==> config.mk <==
export PLATFORM = sky130hd
export DESIGN_NAME = rcgc_top
export DESIGN_NICKNAME = d
export VERILOG_FILES = /design/src/core/rcgc_pkg.sv /design/src/core/rcgc_low_impedance_request_if.sv /design/src/core/rcgc_low_impedance_request_timer.sv /design/src/core/rcgc_top.sv
export VERILOG_INCLUDE_DIRS = /design/src /design/src/core
export SDC_FILE = /design/constraint.sdc
export NUM_CORES = 1
export LEC_CHECK = 0
export BUFFER_PORTS_ARGS = -buffer_cell sky130_fd_sc_hd__buf_2
export CORE_MARGIN = 5
export CORE_UTILIZATION = 49
export CTS_CLUSTER_DIAMETER = 200
export DETAILED_ROUTE_END_ITERATION = 10
export GPL_TIMING_DRIVEN = 0
export HOLD_SLACK_MARGIN = 0.02
export PLACE_DENSITY = 0.79
export SLEW_MARGIN = 30
export SYNTH_ARGS = -nofsm -noshare
export SYNTH_HDL_FRONTEND = slang
export SYNTH_SLANG_ARGS = --single-unit
==> constraint.sdc <==
create_clock -name clock_i -period 1.3 [get_ports clock_i]
set_input_delay 0.195 -clock clock_i [delete_from_list [all_inputs] [get_ports clock_i]]
set_output_delay 0.195 -clock clock_i [all_outputs]
set_load 0.02 [all_outputs]
==> src/core/rcgc_consts.svh <==
// Constants for the read channel gain control block
`ifndef RCGC_CONSTS_SVH
`define RCGC_CONSTS_SVH

// ----------------------------------------------------------------
// Register addresses on the serial control port
// ----------------------------------------------------------------
`define RCGC_ADDR_SLEEP 4'h8
`define RCGC_ADDR_MODE 4'h9
`define RCGC_ADDR_DGAIN 4'hB
`define RCGC_ADDR_SGAIN 4'hC

// ----------------------------------------------------------------
// Field positions and reset values
// ----------------------------------------------------------------
`define RCGC_SLEEP_BIT 7
`define RCGC_PGC_BIT 7
`define RCGC_GAIN_MSB 4
`define RCGC_REG_RESET 8'h00
`define RCGC_TEST_BYPASS 3'h5

// ----------------------------------------------------------------
// Bit positions of the one-hot pump code
// ----------------------------------------------------------------
`define RCGC_PUMP_CHG_N_BIT 1
`define RCGC_PUMP_DIS_N_BIT 2
`define RCGC_PUMP_DIS_F_BIT 3
`define RCGC_PUMP_CHG_F_BIT 4

// ----------------------------------------------------------------
// Serial frame layout: 4 address bits then 8 data bits, MSB first
// ----------------------------------------------------------------
`define RCGC_FRAME_BITS 4'hC
`define RCGC_ADDR_HI 11
`define RCGC_ADDR_LO 8

// ----------------------------------------------------------------
// Timing
// ----------------------------------------------------------------
`define RCGC_CLK_NS 25
`define RCGC_LOW_IMPEDANCE_REQUEST_EXT_NS 200
`define RCGC_LOW_IMPEDANCE_REQUEST_EXT_CYC ((`RCGC_LOW_IMPEDANCE_REQUEST_EXT_NS + `RCGC_CLK_NS - 1) / `RCGC_CLK_NS)

`endif

==> src/core/rcgc_pkg.sv <==
// Types for the read channel gain control block
package rcgc_pkg;

   // Charge pump action, one-hot
   typedef enum logic [4:0] {
      PUMP_OFF = 5'h01,
      PUMP_CHG_N = 5'h02,
      PUMP_DIS_N = 5'h04,
      PUMP_DIS_F = 5'h08,
      PUMP_CHG_F = 5'h10
   } rcgc_pump_e;

endpackage

==> src/core/rcgc_low_impedance_request_if.sv <==
// Link between the gain controller and the low impedance extension timer
`timescale 1ns/1ps
`default_nettype none

interface rcgc_low_impedance_request_if;
   logic req;
   logic extend;

   // Controller side
   modport ctrl (output req, input extend);
   // Timer side
   modport timer (input req, output extend);
endinterface

`default_nettype wire

==> src/core/rcgc_low_impedance_request_timer.sv <==
// Holds the coupling network in low impedance after request release
`timescale 1ns/1ps
`default_nettype none
`include "rcgc_consts.svh"

module rcgc_low_impedance_request_timer #(
   parameter int EXT_CYC = `RCGC_LOW_IMPEDANCE_REQUEST_EXT_CYC
) (
   // Clock and reset
   input wire logic clock_i,
   input wire logic nrst_i,
   // Request in, extension out
   rcgc_low_impedance_request_if.timer lz
);

   localparam int CW = $clog2(EXT_CYC + 1);

   // ----------------------------------------------------------------
   // Elaboration check
   // ----------------------------------------------------------------
   if (EXT_CYC < 1) begin : g_bad_ext
      $error("EXT_CYC must be at least one");
   end

   typedef struct packed {
      logic [CW-1:0] cnt;
   } rcgc_timer_s;

   rcgc_timer_s st_ff;
   rcgc_timer_s nxt_st;

   // Reload while requested, count down after release
   always_comb begin
      nxt_st = st_ff;
      if (lz.req) begin
         nxt_st.cnt = CW'(EXT_CYC);
      end else if (st_ff.cnt != '0) begin
         nxt_st.cnt = st_ff.cnt - CW'(1);
      end
   end

   // State register
   always_ff @(posedge clock_i) begin
      if (!nrst_i) begin
         st_ff <= '0;
      end else begin
         st_ff <= nxt_st;
      end
   end

   // Extension active while count is nonzero
   assign lz.extend = (st_ff.cnt != '0);
endmodule // rcgc_low_impedance_request_timer

`default_nettype wire

==> src/core/rcgc_top.sv <==
// Read channel gain control: mode, gain word, pump steering, power and bypass
//
// Contract
// Gain mode bit low selects automatic loop, high selects programmable gain.
// Programmable mode disables detector, pump, exponentiator; gain from word only.
// Gain word from data register when servo gate low, servo register otherwise.
// Auto mode: charge below target, normal discharge between target and upper.
// Above upper threshold apply fast discharge until back below it.
// Fast recovery rising edge starts fast charge until target reached.
// Data capacitor when servo gate low, servo capacitor when high.
// Gain hold low disables all charge and discharge currents.
// Low impedance request zeroes gain, stops pump, low-impedance coupling.
// Coupling stays low impedance 200ns after request release.
// Standby low powers down amplifier, filter, pulse detector, demodulator.
// Sleep bit low powers down the variable gain amplifier.
// Test mode 5 bypasses filter, amplifier drives filter outputs.
// Fast recovery request synchronised; one trigger per rising edge.
`timescale 1ns/1ps
`default_nettype none
`include "rcgc_consts.svh"

module rcgc_top #(
   parameter int LOW_IMPEDANCE_REQUEST_EXT_CYC = `RCGC_LOW_IMPEDANCE_REQUEST_EXT_CYC
) (
   // Clock and reset
   input wire logic clock_i,
   input wire logic nrst_i,
   // Serial control port
   input wire logic ser_en_i,
   input wire logic ser_clk_i,
   input wire logic ser_data_i,
   // Amplitude comparator results
   input wire logic amp_below_target_i,
   input wire logic amp_above_upper_i,
   // Controller and preamplifier controls
   input wire logic servo_field_gate_i,
   input wire logic gain_hold_n_i,
   input wire logic low_impedance_request_i,
   input wire logic fast_recovery_request_i,
   input wire logic standby_n_i,
   input wire logic [2:0] test_mode_i,
   // Gain converter and amplifier
   output logic [4:0] gain_word_o,
   output logic gain_zero_o,
   output logic agc_enable_o,
   output logic programmable_gain_select_o,
   output logic vga_low_impedance_request_input_o,
   // Charge pump
   output logic charge_normal_o,
   output logic discharge_normal_o,
   output logic discharge_fast_o,
   output logic charge_fast_o,
   output logic data_gain_capacitor_o,
   output logic servo_gain_capacitor_o,
   // Coupling, power and bypass
   output logic coupling_low_impedance_request_o,
   output logic vga_power_o,
   output logic filter_power_o,
   output logic pulse_det_power_o,
   output logic servo_demod_power_o,
   output logic filter_bypass_o
);

   // ----------------------------------------------------------------
   // State
   // ----------------------------------------------------------------
   typedef struct packed {
      logic [1:0] fsr_sync;
      logic fsr_prev;
      logic fast_chg;
      logic sclk_prev;
      logic [11:0] shift;
      logic [3:0] bitcnt;
      logic [7:0] sleep_reg;
      logic [7:0] mode_reg;
      logic [7:0] dgain_reg;
      logic [7:0] sgain_reg;
      rcgc_pkg::rcgc_pump_e pump;
      logic [4:0] gain_word;
      logic gain_zero;
      logic agc_en;
      logic programmable_gain_select;
      logic dcap;
      logic scap;
      logic coupling_low_impedance_request;
      logic vga_pwr;
      logic blk_pwr;
      logic bypass;
   } rcgc_state_s;

   rcgc_state_s st_ff;
   rcgc_state_s nxt_st;

   rcgc_low_impedance_request_if lz ();

   // Extension timer for the coupling network
   rcgc_low_impedance_request_timer #(.EXT_CYC(LOW_IMPEDANCE_REQUEST_EXT_CYC)) u_low_impedance_request (
      .clock_i(clock_i),
      .nrst_i(nrst_i),
      .lz(lz)
   );

   assign lz.req = low_impedance_request_i;

   logic fsr_rise;
   logic sclk_rise;
   logic pgc_mode;
   logic pump_blocked;
   logic [11:0] frame;

   // ----------------------------------------------------------------
   // Next state
   // ----------------------------------------------------------------
   always_comb begin
      nxt_st = st_ff;
      fsr_rise = st_ff.fsr_sync[1] && !st_ff.fsr_prev;
      sclk_rise = ser_clk_i && !st_ff.sclk_prev;
      pgc_mode = st_ff.mode_reg[`RCGC_PGC_BIT];
      pump_blocked = 1'b0;
      frame = {st_ff.shift[10:0], ser_data_i};

      // Fast recovery synchroniser and edge memory
      nxt_st.fsr_sync = {st_ff.fsr_sync[0], fast_recovery_request_i};
      nxt_st.fsr_prev = st_ff.fsr_sync[1];
      nxt_st.sclk_prev = ser_clk_i;

      // Serial shift: address then data, MSB first
      if (!ser_en_i) begin
         nxt_st.bitcnt = '0;
      end else if (sclk_rise) begin
         nxt_st.shift = frame;
         if (st_ff.bitcnt == `RCGC_FRAME_BITS - 4'h1) begin
            nxt_st.bitcnt = '0;
            unique case (frame[`RCGC_ADDR_HI:`RCGC_ADDR_LO])
               `RCGC_ADDR_SLEEP: nxt_st.sleep_reg = frame[7:0];
               `RCGC_ADDR_MODE: nxt_st.mode_reg = frame[7:0];
               `RCGC_ADDR_DGAIN: nxt_st.dgain_reg = frame[7:0];
               `RCGC_ADDR_SGAIN: nxt_st.sgain_reg = frame[7:0];
               default: nxt_st.bitcnt = '0;
            endcase
         end else begin
            nxt_st.bitcnt = st_ff.bitcnt + 4'h1;
         end
      end

      // Fast charge: armed by edge, ends at target, outside auto loop or on low impedance request
      if (pgc_mode || low_impedance_request_i) begin
         nxt_st.fast_chg = 1'b0;
      end else if (fsr_rise) begin
         nxt_st.fast_chg = 1'b1;
      end else if (!amp_below_target_i) begin
         nxt_st.fast_chg = 1'b0;
      end

      // Pump steering
      pump_blocked = pgc_mode || !gain_hold_n_i || low_impedance_request_i;
      if (pump_blocked) begin
         nxt_st.pump = rcgc_pkg::PUMP_OFF;
      end else if (nxt_st.fast_chg) begin
         nxt_st.pump = rcgc_pkg::PUMP_CHG_F;
      end else if (amp_above_upper_i) begin
         nxt_st.pump = rcgc_pkg::PUMP_DIS_F;
      end else if (amp_below_target_i) begin
         nxt_st.pump = rcgc_pkg::PUMP_CHG_N;
      end else begin
         nxt_st.pump = rcgc_pkg::PUMP_DIS_N;
      end

      // Gain path and capacitor choice
      nxt_st.programmable_gain_select = pgc_mode;
      nxt_st.agc_en = !pgc_mode;
      nxt_st.gain_word = servo_field_gate_i ? st_ff.sgain_reg[`RCGC_GAIN_MSB:0]
                                            : st_ff.dgain_reg[`RCGC_GAIN_MSB:0];
      nxt_st.dcap = !servo_field_gate_i;
      nxt_st.scap = servo_field_gate_i;
      nxt_st.gain_zero = low_impedance_request_i;
      nxt_st.coupling_low_impedance_request = low_impedance_request_i || lz.extend;

      // Power and bypass
      nxt_st.vga_pwr = standby_n_i && st_ff.sleep_reg[`RCGC_SLEEP_BIT];
      nxt_st.blk_pwr = standby_n_i;
      nxt_st.bypass = (test_mode_i == `RCGC_TEST_BYPASS);
   end

   // State register
   always_ff @(posedge clock_i) begin
      if (!nrst_i) begin
         st_ff <= '0;
         st_ff.sleep_reg <= `RCGC_REG_RESET;
         st_ff.mode_reg <= `RCGC_REG_RESET;
         st_ff.dgain_reg <= `RCGC_REG_RESET;
         st_ff.sgain_reg <= `RCGC_REG_RESET;
         st_ff.pump <= rcgc_pkg::PUMP_OFF;
      end else begin
         st_ff <= nxt_st;
      end
   end

   // ----------------------------------------------------------------
   // Outputs
   // ----------------------------------------------------------------
   assign gain_word_o = st_ff.gain_word;
   assign gain_zero_o = st_ff.gain_zero;
   assign agc_enable_o = st_ff.agc_en;
   assign programmable_gain_select_o = st_ff.programmable_gain_select;
   assign vga_low_impedance_request_input_o = st_ff.gain_zero;
   // One-hot pump bits go out directly, no decode after the flop
   assign charge_normal_o = st_ff.pump[`RCGC_PUMP_CHG_N_BIT];
   assign discharge_normal_o = st_ff.pump[`RCGC_PUMP_DIS_N_BIT];
   assign discharge_fast_o = st_ff.pump[`RCGC_PUMP_DIS_F_BIT];
   assign charge_fast_o = st_ff.pump[`RCGC_PUMP_CHG_F_BIT];
   assign data_gain_capacitor_o = st_ff.dcap;
   assign servo_gain_capacitor_o = st_ff.scap;
   assign coupling_low_impedance_request_o = st_ff.coupling_low_impedance_request;
   assign vga_power_o = st_ff.vga_pwr;
   assign filter_power_o = st_ff.blk_pwr;
   assign pulse_det_power_o = st_ff.blk_pwr;
   assign servo_demod_power_o = st_ff.blk_pwr;
   assign filter_bypass_o = st_ff.bypass;
endmodule // rcgc_top

`default_nettype wire

; ---- After elaboration in Yosys (flattened, before gate mapping)
; Index checks and enable logic that the tools add are counted.
[word_totals]
ff_bits = 69
input_bits = 15
output_inout_bits = 21
[op_classes]
addsub = 2
n_mux = 10
n_reduce_logical = 24
n_bitwise = 1
n_eq_ne = 6
[op_table]
columns = cell, count
row1 = "== test 4 bit, second input constant", 5
row2 = two-way mux 4 bit, 4
row3 = AND reduction 4 bit, 4
row4 = two-way mux 5 bit, 2
row5 = logical NOT 1 bit, 5
row6 = "adder 4 x 1 -> 4 bit, second input constant", 1
row7 = logical OR 1 bit, 4
row8 = AND reduction 2 bit, 2
row9 = nonzero test 4 bit, 1
row10 = OR reduction 2 bit, 2
row11 = OR reduction 4 bit, 1
row12 = "subtractor 4 x 1 -> 4 bit, second input constant", 1
row13 = "== test 3 bit, second input constant", 1
row14 = logical AND 1 bit, 3
row15 = two-way mux 1 bit, 3
row16 = two-way mux 3 bit, 1
row17 = OR reduction 3 bit, 1
row18 = nonzero test 2 bit, 1
row19 = inverter 1 bit, 1

; ---- Logic depth before layout (Yosys ltp)
[depth]
word_depth = 5
mapped_depth = 5
ltp_nobuf = 5

; ---- Cells and area by module
; A second synthesis with hierarchy kept.
[hier_totals]
cells_unflattened = 211
area_unflattened_um2 = 2127.0
[by_module_without_submodules]
columns = mod, cells_per_inst, n_inst, area_per_inst_um2, seq_area_each_um2
row1 = rcgc_top, 189, 1, 1921.8, 1001.0
row2 = rcgc_low_impedance_request_timer, 22, 1, 205.2, 80.1

; ---- Worst setup path after synthesis
; No wires, ideal clock.
[synth_timing]
path_kind = register to register
from = reg u_low_impedance_request.st_ff[0] in the netlist's numbering
to = reg u_low_impedance_request.st_ff[1] in the netlist's numbering
period_less_slack_ns = 1.328
setup_slack_ns = -0.028
arrival_ns = 1.242
t_required_ns = 1.214
path_stages_with_launch = 5
setup_time_ns = 0.086
path_buffers = 0
path_cell_list = dfxtp_1 -> inv_1 -> ha_1 -> or3b_2 -> a211oi_1
[synth_via]
elab_chain_len = 1
elab_cells_between_ends = 2
cone_classes = 1 x add/sub / 1 x reduce/logical
[synth_rtl]
columns = element, line
row1 = "start, declared", rcgc_low_impedance_request_timer.sv:29  ; rcgc_timer_s st_ff;
row2 = "start signal, assigned", rcgc_low_impedance_request_timer.sv:47  ; st_ff <= nxt_st;
row3 = subtractor 4 x 1 -> 4 bit / nonzero test 4 bit (equally long branches), "rcgc_low_impedance_request_timer.sv:38, rcgc_low_impedance_request_timer.sv:37"
; Several ways; a longest one is shown, not always the timed one.
; A chain may end at the register's enable or synchronous reset.

; ---- Final worst setup path
[layout_timing]
from = reg u_low_impedance_request.st_ff[1] in the netlist's numbering
to = reg u_low_impedance_request.st_ff[0] in the netlist's numbering
[layout_via]
elab_chain_len = 1
[layout_rtl]
columns = element, line
row1 = nonzero test 4 bit, rcgc_low_impedance_request_timer.sv:37  ; end else if (st_ff.cnt != '0) begin
; No other way between the ends.

==> impl_metrics.env <==
export IMPL_path_cells="inv_2, ha_4, or3b_4, xnor2_2, nor2_1"
export IMPL_rows=23
export IMPL_clockBufferDepth=2
export IMPL_cts_tree="yes"
export IMPL_io_buffers=34
export IMPL_die_h_um=75.7
export IMPL_cpPeakStageDelay_ns=0.42
export IMPL_cp_end_kind="flop"
export IMPL_grt_pass1_vias=1447
export IMPL_clockRootBuffer="clkbuf_8"
export IMPL_worst_path_max_fanout=4
export IMPL_async_flop_share=0
export IMPL_synth_edf_count=0
export IMPL_fin_crit_sh=0.981
export IMPL_via_per_inst=5.02
export IMPL_antenna_cells=0
export IMPL_cp_top_family="simple AND/OR/NAND/NOR gates"
export IMPL_wl_per_cell_um=12.7
export IMPL_fillers=345
export IMPL_critical_path_class="reg -> reg"
export IMPL_h_tree_depth=2
export IMPL_reg2reg_slack_ns=0.02
export IMPL_dieArea_sq_um=5730
export IMPL_cap_viol_max_count=0
export IMPL_cp_arrival_ns=1.52
export IMPL_wl_um=3810
export IMPL_gp_congestion=0.725
export IMPL_clk_pin_slew_ns=0.09
export IMPL_slew_viol_final=0
export IMPL_hp_class="in -> reg"
export IMPL_area_growth_pct=23.6
export IMPL_hold_slack_ns=0.0643
export IMPL_vdd_drop_max_uv=659
export IMPL_drt_first_pass_iters=4
export IMPL_netlist_area_sq_um=2120
export IMPL_grtUsageTotal=0.148
export IMPL_tightest_slew_ns=0.431
export IMPL_final_layout_size_suffix_gt1_frac=0.320
export IMPL_max_slew_margin=0.713
export IMPL_clk_latency_ns=0.30
export IMPL_ys_flop_type="dfxtp_1"
export IMPL_vias=1507
export IMPL_ioPinCount=36
export IMPL_synth_avg_cell_area_sq_um=10.5
export IMPL_final_util=0.640
export IMPL_grt_pass1_wl_um=6420
export IMPL_grt_max_degree=17
export IMPL_die_width_um=75.7
export IMPL_drc_errors=0
export IMPL_hold_viol=0
export IMPL_numCtsBuffers=5
export IMPL_first_iter_violations=75
export IMPL_fin_skew_ns=0.00617
export IMPL_nets=267
export IMPL_antenna_found_initial=0
export IMPL_detail_route_antenna_nets=0
export IMPL_overflow=0
export IMPL_crit_buf_inv=1
export IMPL_power_density_nw_per_um2=1300
export IMPL_cp_required_ns=1.54
export IMPL_hpwl_um=2690
export IMPL_critPathLaunchType="flop"
export IMPL_cts_sinks=54
export IMPL_ys_ff_latch=54
export IMPL_yosysSeqAreaShare=0.511
export IMPL_start_util=0.518
export IMPL_grt_setup_unrepaired="true"
export IMPL_yosysWarnings=0
export IMPL_core_region_area_sq_um=4090
export IMPL_syn_inst=201
export IMPL_crit_slowest_cell="or3b_4"
export IMPL_finalCriticalPeriod_ns=1.28
export IMPL_synth_fp_nets=219
export IMPL_max_freq_mhz=784
export IMPL_setup_viol=0
export IMPL_status="completed"
export IMPL_p_leak_nw=1.23
export IMPL_ys_types=35
export IMPL_postCtsHoldBufs=0
-- kinds of logic after synthesis --
family,after synthesis,synth area share
mux,31,0.147
flops,54,0.511
buf+inv,21,0.0580
fa+ha+maj,3,0.0177
xor+xnor,1,0.00414
compound gates,10,0.0325
simple gates,81,0.229
-- registers in the layout (all words and copies together) (netlist names), 3 cells and up --
register,count
st_ff,18
nxt_st,3
u_low_impedance_request.st_ff,4
gain_word_o,5
frame,11
-- synth_stat cells (2+ instances only) --
library cell	instances	area (sq um)
nand3_1	2	10.0
and3_1	2	12.5
ha_1	3	37.5
and4b_1	4	40.0
clkbuf_1	4	15.0
nand2_1	22	82.6
nor2_1	6	22.5
and2_1	8	50.1
nor2b_1	19	119
nor3_1	3	15.0
and4bb_2	2	25.0
nand2b_1	4	25.0
a21oi_1	3	15.0
buf_2	2	10.0
dfxtp_1	54	1080
inv_1	5	18.8
o21a_1	2	15.0
mux2i_1	30	300
buf_4	9	67.6
nand3b_1	2	15.0
-- through the flow --
step | power (mW) | instances | TNS [ns] | worst slack, ns | area [sq um]
2_1_floorplan | 1.94 | 201 | 0 | 0.0159 | 2130
3_3_place_gp | 2.02 | 285 | -0.868 | -0.0966 | 2360
3_5_place_dp | 2.03 | 285 | -1.01 | -0.119 | 2360
4_1_cts | 3.38 | 296 | -0.00380 | -0.00380 | 2560
5_1_grt | 3.53 | 300 | -0.389 | -0.0613 | 2620
6_report | 3.41 | 300 | 0 | 0.0244 | 2620
-- what timing repair did --
action	4_1_cts	5_1_grt
setup endpoints to repair	14	14
pin swaps	0	4
gates resized for setup	11	6
buffers inserted	3	4
-- path summary, 6_finish.rpt --
check                                   start                          endpoint  depth (start not counted)
min reg2reg                        nxt_st[71]                        nxt_st[69]                          1
max reg2reg  u_low_impedance_request.st_ff[1]  u_low_impedance_request.st_ff[0]                          5
min                         amp_above_upper_i                   charge_normal_o                          2
max          u_low_impedance_request.st_ff[1]  u_low_impedance_request.st_ff[0]                          5
-- power breakdown --
group	internal [mW]	leakage (nW)	switching, mW
combinational	0.175	0.715	0.164
clock	0.821	0.0714	0.531
sequential	1.69	0.441	0.0238
total	2.69	1.23	0.719
-- cells in the final DEF (no fill, tap or decap), drive strengths merged, types with 2 or more instances in the layout --
| master | netlist | final |
|---|---|---|
| dfxtp | 54 | 54 |
| buf | 12 | 53 |
| mux2i | 30 | 30 |
| nand2 | 22 | 22 |
| nor2b | 19 | 19 |
| clkbuf | 4 | 10 |
| and2 | 8 | 8 |
| nor2 | 6 | 6 |
| and4b | 5 | 5 |
| inv | 5 | 5 |
| nand2b | 4 | 4 |
| a21oi | 3 | 3 |
| nor3 | 3 | 3 |
| ha | 3 | 3 |
| nand3b | 2 | 2 |
| and4bb | 2 | 2 |
| nand3 | 2 | 2 |
| and3 | 2 | 2 |
| o21a | 2 | 2 |
| bufinv | 0 | 2 |
| nand4b | 2 | 2 |
-- final cells by class --
type / count / area, sq um / area share
clock buffers: 6 / 82.6 / 0.0316
repair buffers: 41 / 223 / 0.0852
multi-input cells: 126 / 975 / 0.373
inverters: 5 / 18.8 / 0.00718
clock inverters: 2 / 60.1 / 0.0230
flip-flops and latches: 54 / 1090 / 0.417
well taps: 50 / 62.6 / 0.0239
plain buffers: 16 / 104 / 0.0397
-- layer usage --
metal | part of all wire | vias up | routed length, um | GRT usage
met4 | 0.019 | 0 | 72 | 0.0699
met5 | 0 | - | 0 | 0
met1 | 0.44 | 705 | 1670 | 0.175
met3 | 0.050 | 7 | 191 | 0.0330
li1 | - | 766 | - | -
met2 | 0.49 | 29 | 1890 | 0.255
(Power assumes the default switching activity.)
